$ cat src/design/adcsq_defs.vh
`ifndef ADCSQ_DEFS_VH
`define ADCSQ_DEFS_VH
// register indices (printed offsets are not multiples of four)
`define ADCSQ_IDX_CSR 8'h70
`define ADCSQ_IDX_DRH 8'h71
`define ADCSQ_IDX_DRL 8'h72
`define ADCSQ_IDX_HALT 8'h73
// control field positions
`define ADCSQ_EOC_BIT 7
`define ADCSQ_SPEED_BIT 6
`define ADCSQ_ON_BIT 5
`define ADCSQ_RSV_BIT 4
`define ADCSQ_CH_HI 3
`define ADCSQ_CH_LO 0
`define ADCSQ_CSR_RST 8'h00
`define ADCSQ_RES_RST 10'h000
// converter clock dividers, in cpu clocks minus one
`define ADCSQ_DIV4_M1 2'h3
`define ADCSQ_DIV2_M1 2'h1
// converter clocks per conversion: sample plus ten bit decisions
`define ADCSQ_SAMPLE_CLKS 4'h2
`define ADCSQ_NBITS 4'hA
`define ADCSQ_FULL 10'h3FF
`define ADCSQ_RESP_OKAY 2'h0
`define ADCSQ_RESP_SLVERR 2'h2
`endif

$ cat src/design/adcsq_sar.v
`timescale 1ns/1ps
`default_nettype none
`include "adcsq_defs.vh"
// ----------------------------------------
// successive approximation engine
// ----------------------------------------
module adcsq_sar (
  // clock and reset
  input wire aclk,
  input wire aresetn,
  // control
  input wire run,
  input wire restart,
  input wire speed,
  // analog comparator
  output reg [9:0] dac_code,
  input wire cmp_above,
  output reg sample_hold,
  // result
  output reg done,
  output reg [9:0] result
);
  reg [1:0] div_r;
  reg [3:0] step_r;
  reg [9:0] trial_r;
  wire tick;
  wire [1:0] div_top;
  assign div_top = speed ? `ADCSQ_DIV2_M1 : `ADCSQ_DIV4_M1;
  assign tick = (div_r == div_top);
  always @(posedge aclk) begin
    if (!aresetn || !run || restart) begin
      div_r <= 2'h0;
      step_r <= 4'h0;
      trial_r <= 10'h000;
      dac_code <= 10'h000;
      sample_hold <= 1'b0;
      done <= 1'b0;
      result <= `ADCSQ_RES_RST;
    end else begin
      done <= 1'b0;
      if (tick) div_r <= 2'h0;
      else div_r <= div_r + 2'h1;
      if (tick) begin
        if (step_r < `ADCSQ_SAMPLE_CLKS) begin
          sample_hold <= 1'b1;
          trial_r <= 10'h200;
          dac_code <= 10'h200;
          step_r <= step_r + 4'h1;
        end else begin
          sample_hold <= 1'b0;
          // keep the trial bit only if input is above the trial level
          if (!cmp_above) trial_r <= trial_r & ~(trial_r ^ (trial_r & ~(trial_r - 10'h001)));
          if (step_r == `ADCSQ_SAMPLE_CLKS + `ADCSQ_NBITS - 4'h1) begin
            result <= cmp_above ? trial_r : (trial_r & (trial_r - 10'h001)) | (trial_r & ~(trial_r ^ (trial_r - 10'h001)) & 10'h000) | (trial_r & ~(trial_r & ~(trial_r - 10'h001)));
            done <= 1'b1;
            step_r <= 4'h0;
          end else begin
            step_r <= step_r + 4'h1;
            trial_r <= (cmp_above ? trial_r : (trial_r & ~(trial_r & ~(trial_r - 10'h001)))) | ((trial_r & ~(trial_r - 10'h001)) >> 1);
            dac_code <= (cmp_above ? trial_r : (trial_r & ~(trial_r & ~(trial_r - 10'h001)))) | ((trial_r & ~(trial_r - 10'h001)) >> 1);
          end
        end
      end
    end
  end
endmodule
`default_nettype wire

$ cat src/design/adcsq_top.v
// Functional notes
// - input above high reference yields 3FF, high byte FF, low 03, no overflow.
// - input below low reference yields zero in both result registers.
// - binary search against comparator gives monotonic codes.
// - four bit input_select drives the analog mux as a binary index.
// - converter_on set starts continuous back-to-back conversions.
// - converter_on clear stops conversion and powers converter down.
// - each finished conversion stores result and sets end-of-conversion flag.
// - flag clears on high result read and on any control write with byte lane 0 strobed.
// - results are overwritten by every conversion, never latched.
// - changing input_select aborts, clears flag, restarts on new channel.
// - speed bit zero divides cpu clock by four, one by two.
// - high byte holds bits 9:2; low byte bits 1:0, rest zero.
// - wait mode leaves converter running; halt mode disables it.
// - reset clears control and both result registers.
//
// Design decision made here: the AXI4-Lite register port.
`timescale 1ns/1ps
`default_nettype none
`include "adcsq_defs.vh"
module adcsq_top (
  // clock and reset
  input wire aclk,
  input wire aresetn,
  // axi4-lite write address
  input wire [31:0] s_axi_awaddr,
  input wire s_axi_awvalid,
  output wire s_axi_awready,
  // axi4-lite write data
  input wire [31:0] s_axi_wdata,
  input wire [3:0] s_axi_wstrb,
  input wire s_axi_wvalid,
  output wire s_axi_wready,
  // axi4-lite write response
  output reg [1:0] s_axi_bresp,
  output reg s_axi_bvalid,
  input wire s_axi_bready,
  // axi4-lite read address
  input wire [31:0] s_axi_araddr,
  input wire s_axi_arvalid,
  output wire s_axi_arready,
  // axi4-lite read data
  output reg [31:0] s_axi_rdata,
  output reg [1:0] s_axi_rresp,
  output reg s_axi_rvalid,
  input wire s_axi_rready,
  // analog front end
  output reg [3:0] input_select,
  output reg converter_on,
  output wire [9:0] dac_code,
  output wire sample_hold,
  input wire cmp_above,
  // power mode
  input wire halt_mode
);
  // ----------------------------------------
  // registers
  // ----------------------------------------
  reg eoc_r;
  reg speed_r;
  reg [9:0] result_r;
  reg [31:0] awaddr_r;
  reg aw_full_r;
  reg [31:0] wdata_r;
  reg wstrb0_r;
  reg w_full_r;
  wire [9:0] sar_result;
  wire sar_done;
  wire run;
  wire restart;
  wire [7:0] csr_val;
  wire do_write;
  wire do_read;
  wire [7:0] widx;
  wire [7:0] ridx;
  wire w_csr;
  wire r_drh;
  wire [7:0] wbyte;
  assign run = converter_on && !halt_mode;
  assign csr_val = {eoc_r, speed_r, converter_on, 1'b0, input_select};
  // ----------------------------------------
  // axi4-lite slave
  // ----------------------------------------
  assign s_axi_awready = !aw_full_r && !s_axi_bvalid;
  assign s_axi_wready = !w_full_r && !s_axi_bvalid;
  assign s_axi_arready = !s_axi_rvalid;
  assign do_write = aw_full_r && w_full_r && !s_axi_bvalid;
  assign do_read = s_axi_arvalid && !s_axi_rvalid;
  assign widx = awaddr_r[9:2];
  assign ridx = s_axi_araddr[9:2];
  assign wbyte = wdata_r[7:0];
  assign w_csr = do_write && wstrb0_r && awaddr_r[31:10] == 22'h000000
    && widx == `ADCSQ_IDX_CSR;
  assign r_drh = do_read && s_axi_araddr[31:10] == 22'h000000
    && ridx == `ADCSQ_IDX_DRH;
  assign restart = w_csr
    && wbyte[`ADCSQ_CH_HI:`ADCSQ_CH_LO] != input_select;
  always @(posedge aclk) begin
    if (!aresetn) begin
      aw_full_r <= 1'b0;
      w_full_r <= 1'b0;
      awaddr_r <= 32'h00000000;
      wdata_r <= 32'h00000000;
      wstrb0_r <= 1'b0;
      s_axi_bvalid <= 1'b0;
      s_axi_bresp <= `ADCSQ_RESP_OKAY;
      s_axi_rvalid <= 1'b0;
      s_axi_rresp <= `ADCSQ_RESP_OKAY;
      s_axi_rdata <= 32'h00000000;
    end else begin
      if (s_axi_awvalid && s_axi_awready) begin
        aw_full_r <= 1'b1;
        awaddr_r <= s_axi_awaddr;
      end
      if (s_axi_wvalid && s_axi_wready) begin
        w_full_r <= 1'b1;
        wdata_r <= s_axi_wdata;
        wstrb0_r <= s_axi_wstrb[0];
      end
      if (do_write) begin
        aw_full_r <= 1'b0;
        w_full_r <= 1'b0;
        s_axi_bvalid <= 1'b1;
        if (awaddr_r[31:10] == 22'h000000 && (widx == `ADCSQ_IDX_CSR
            || widx == `ADCSQ_IDX_DRH || widx == `ADCSQ_IDX_DRL))
          s_axi_bresp <= `ADCSQ_RESP_OKAY;
        else
          s_axi_bresp <= `ADCSQ_RESP_SLVERR;
      end else if (s_axi_bvalid && s_axi_bready) begin
        s_axi_bvalid <= 1'b0;
      end
      if (do_read) begin
        s_axi_rvalid <= 1'b1;
        s_axi_rresp <= `ADCSQ_RESP_OKAY;
        s_axi_rdata <= 32'h00000000;
        if (s_axi_araddr[31:10] != 22'h000000)
          s_axi_rresp <= `ADCSQ_RESP_SLVERR;
        else if (ridx == `ADCSQ_IDX_CSR)
          s_axi_rdata <= {24'h000000, csr_val};
        else if (ridx == `ADCSQ_IDX_DRH)
          s_axi_rdata <= {24'h000000, result_r[9:2]};
        else if (ridx == `ADCSQ_IDX_DRL)
          s_axi_rdata <= {30'h00000000, result_r[1:0]};
        else
          s_axi_rresp <= `ADCSQ_RESP_SLVERR;
      end else if (s_axi_rvalid && s_axi_rready) begin
        s_axi_rvalid <= 1'b0;
      end
    end
  end
  // ----------------------------------------
  // control, status and result
  // ----------------------------------------
  always @(posedge aclk) begin
    if (!aresetn) begin
      eoc_r <= 1'b0;
      speed_r <= 1'b0;
      converter_on <= 1'b0;
      input_select <= 4'h0;
      result_r <= `ADCSQ_RES_RST;
    end else begin
      if (w_csr) begin
        speed_r <= wbyte[`ADCSQ_SPEED_BIT];
        converter_on <= wbyte[`ADCSQ_ON_BIT];
        input_select <= wbyte[`ADCSQ_CH_HI:`ADCSQ_CH_LO];
      end
      // set wins over a clear in the same cycle, except on restart
      if (sar_done && run && !restart) begin
        result_r <= sar_result;
        eoc_r <= 1'b1;
      end else if (w_csr || r_drh) begin
        eoc_r <= 1'b0;
      end
    end
  end
  // ----------------------------------------
  // converter engine
  // ----------------------------------------
  adcsq_sar u_sar (
    .aclk(aclk),
    .aresetn(aresetn),
    .run(run),
    .restart(restart),
    .speed(speed_r),
    .dac_code(dac_code),
    .cmp_above(cmp_above),
    .sample_hold(sample_hold),
    .done(sar_done),
    .result(sar_result)
  );
endmodule
`default_nettype wire

$ cat config.mk
export PLATFORM = sky130hd
export DESIGN_NAME = adcsq_top
export DESIGN_NICKNAME = d
export VERILOG_FILES = /design/src/design/adcsq_sar.v /design/src/design/adcsq_top.v
export VERILOG_INCLUDE_DIRS = /design/src /design/src/design
export SDC_FILE = /design/constraint.sdc
export NUM_CORES = 1
export LEC_CHECK = 0
export BUFFER_PORTS_ARGS = -buffer_cell sky130_fd_sc_hd__buf_2
export CAP_MARGIN = 10
export CORE_ASPECT_RATIO = 0.5
export CORE_MARGIN = 2
export CORE_UTILIZATION = 54
export CTS_CLUSTER_DIAMETER = 100
export DETAILED_ROUTE_END_ITERATION = 10
export HOLD_SLACK_MARGIN = 0.03
export PLACE_DENSITY = 0.85
export SYNTH_ARGS = -nofsm -noshare
export SYNTH_HDL_FRONTEND = slang
export SYNTH_HIERARCHICAL = 1
export SYNTH_SLANG_ARGS = --single-unit
export TNS_END_PERCENT = 20
$ cat constraint.sdc
create_clock -name aclk -period 6.7 [get_ports aclk]
set_input_delay 1.34 -clock aclk [delete_from_list [all_inputs] [get_ports aclk]]
set_output_delay 1.34 -clock aclk [all_outputs]
set_load 0.1 [all_outputs]
==> run_results.csv <==
group,metric,value,unit
outcome,status,"finished clean",
finish,fill_cells,762,
critical_path,critPathArrivalTime,3.84,ns
clocking,cts-resized-gates,0,
detailed_routing,via_count,4151,
power_and_ir_drop,power_frac_clock,0.363,
placed_design,dp_hpwl,7430,um
sta,slew_headroom,0.246,
yosys,syn_area,4850,um2
finish,mostFrequentLayoutCells,"nand2_1, dfxtp_1, buf_2, a21boi_0, nor2_1",
sta,clock_skew,0.00601,ns
clocking,clock-sinks,106,
sta,fin_setup_tns,0,ns
yosys,synth_warnings,6,
sta,fmax,0.282,GHz
yosys,yosysTopAreaCellShare,0.438,
floorplan,die_w,138,um
clocking,cts_buffers,9,
power_and_ir_drop,p_leak,0.00226,uW
critical_path,setup.worst_path.start_class,"input pin",
sta,period_needed,3.55,ns
yosys,ys_seq_elements,106,
power_and_ir_drop,p_int,954,uW
detailed_routing,postRouteAntennaNets,0,
critical_path,crit_type,"in2reg",
sta,setup_viol,0,
finish,regArea,2120,um2
sta,worst_slack,3.15,ns
detailed_routing,drt-total-wl,10400,um
global_route,grt_pass1_vias,3783,
global_route,grt_first_pass_wirelength,17600,um
yosys,seq_area_frac_synth,0.438,
hold_path,worst_hold_path_type,"reg2reg",
detailed_routing,drt-initial-drc-count,262,
global_route,grt.total_usage,0.226,
yosys,synth.avg_cell_area,8.49,um2
power_and_ir_drop,swShare,0.275,
placed_design,gp_congestion,0.905,
floorplan,io_pins,166,
finish,final_common_cell,"nand2_1",
clocking,h-tree-depth,3,
clocking,clk_pin_slew,0.06,ns
finish,layout.nets,765,
detailed_routing,viasPerCell,5.34,
clocking,postCtsSetupRepairBufs,0,
detailed_routing,remaining_drc_errors,0,
power_and_ir_drop,ir_drop,0.138,mV
global_route,grt_overflow,0,
critical_path,path_max_fanout,79,
sta,final_max_slew_viol_count,0,
yosys,synth_largest_area_cell,"dfxtp_1",
sta,worst_pin_slew,1.13,ns
critical_path,critPathRequiredTime,6.99,ns
job,maxCapViolCount,0,
yosys,synth_edf_count,0,
sta,rsz0062_at_grt,"false",
finish,area_delta_synth_final,14.6,%
finish,antenna_cells,0,
yosys,synth_ff_type,"dfxtp_1",
critical_path,critPathCaptureType,"flop",
power_and_ir_drop,combPwrFrac,0.136,
floorplan,fp-row-count,24,
yosys,synthDistinctLibCells,58,
sta,holdWs,0.458,ns
placed_design,io_buffers,106,
global_route,grt_max_degree,80,
sta,hold_violations,0,
yosys,synthTopCellsByArea,"dfxtp_1, nand2_1, mux2i_1",
yosys,async_reset_ff_frac,0,
yosys,syn_inst,571,
power_and_ir_drop,power_density,237,nW/um2
finish,multiInputGateArea,2430,um2
clocking,hold_buffers,0,
floorplan,start_util,0.556,
detailed_routing,dr.pass1.iters,5,
clocking,cts_buffer_depth,2,
power_and_ir_drop,p_seq_frac,0.501,
clocking,insertion_delay,0.34,ns
finish,fin_util,0.638,
finish,final_cells,777,
floorplan,fp.dieArea,9790,um2
detailed_routing,wl_per_cell,13.4,um
finish,final_layout_size_suffix_gt1_frac,0.203,
global_route,antenna_found_initial,0,
clocking,tritoncts,"yes",
placed_design,place_worst_setup_slack,2.81,ns
sta,fin_crit_sh,0.530,
floorplan,core-area,8710,um2
floorplan,dieHeight,71.0,um
placed_design,placedCellCount,761,
clocking,root_buffer,"clkbuf_16",
power_and_ir_drop,power_switching,362,uW
==> power by group through the flow <==
stage                     registers (uW)  clock network (uW)  logic [uW]
after floorplan                      681                   0         144
after global placement               672                   0         176
after detailed placement             673                   0         179
after CTS                            659                 492         179
after global routing                 661                 516         193
final                                659                 477         179
==> layout make-up <==
type,instances,area share
sequential,106,0.382
timing repair buffer,108,0.0982
inverter,10,0.00676
clock buffer,14,0.0457
clock inverter,2,0.00225
tap,117,0.0264
multi-input combinational,420,0.438
==> state kept, by name (all words and copies together), names as in the netlist, 2 cells and up <==
signal and count:
u_sar/trial_r 10, s_axi_rdata 8, wdata_r 6, input_select 4
u_sar/result 10, u_sar/dac_code 10, u_sar/step_r 4, awaddr_r 30
u_sar/div_r 2, result_r 10
==> kinds of logic (layout without fill, tap and decap cells) <==
family,count (synthesis),in the layout,share of synthesized area
xor+xnor,6,6,0.0108
other cells,1,26,0.000774
simple gates,243,243,0.248
flops,106,106,0.438
compound gates,115,115,0.159
buf+inv,70,134,0.0800
mux,29,29,0.0609
fa+ha+maj,1,1,0.00258
==> Yosys cell counts (8+ instances only) <==
| master | number |
|---|---|
| a21boi_0 | 31 |
| a21oi_1 | 27 |
| a22o_1 | 8 |
| a22oi_1 | 8 |
| buf_4 | 27 |
| clkbuf_1 | 28 |
| dfxtp_1 | 106 |
| inv_1 | 10 |
| mux2i_1 | 25 |
| nand2_1 | 113 |
| nand3_1 | 14 |
| nor2_1 | 29 |
| nor2b_1 | 28 |
| nor3_1 | 10 |
| nor4_1 | 13 |
| o21ai_0 | 18 |
==> layer usage <==
metal / up-vias / GRT usage / part of all wire
met2: 140 / 0.361 / 0.46
met4: 0 / 0.0669 / 0.011
met3: 10 / 0.0609 / 0.066
li1: 2078 / - / -
met5: - / 0 / 0
met1: 1923 / 0.303 / 0.46
==> metrics by stage <==
stage	cell area [um2]	power (uW)
after floorplan	4940	825
after global placement	5290	849
after detailed placement	5290	852
after CTS	5550	1330
after global routing	5550	1370
final	5550	1320
==> worst paths after layout <==
check | slack (ns) | startpoint | cells past startpoint | endpoint
setup / recovery | 3.15 | aresetn | 7 | u_sar/trial_r[8]$_SDFFE_PP0P_
hold / removal | 0.46 | result_r[9]$_SDFFE_PN0P_ | 2 | result_r[9]$_SDFFE_PN0P_
setup reg to reg | 3.72 | input_select[2]$_SDFFE_PN0P_ | 7 | u_sar/trial_r[8]$_SDFFE_PP0P_
hold reg to reg | 0.46 | result_r[9]$_SDFFE_PN0P_ | 2 | result_r[9]$_SDFFE_PN0P_
==> critical path, stage by stage <==
cell	delay, ns
buf_2	0.07
buf_4	0.50
nand2_1	0.14
or2_2	0.50
nor3_1	0.76
nor3b_1	0.37
a21o_1	0.13
Power figures use the tool's default switching activity.
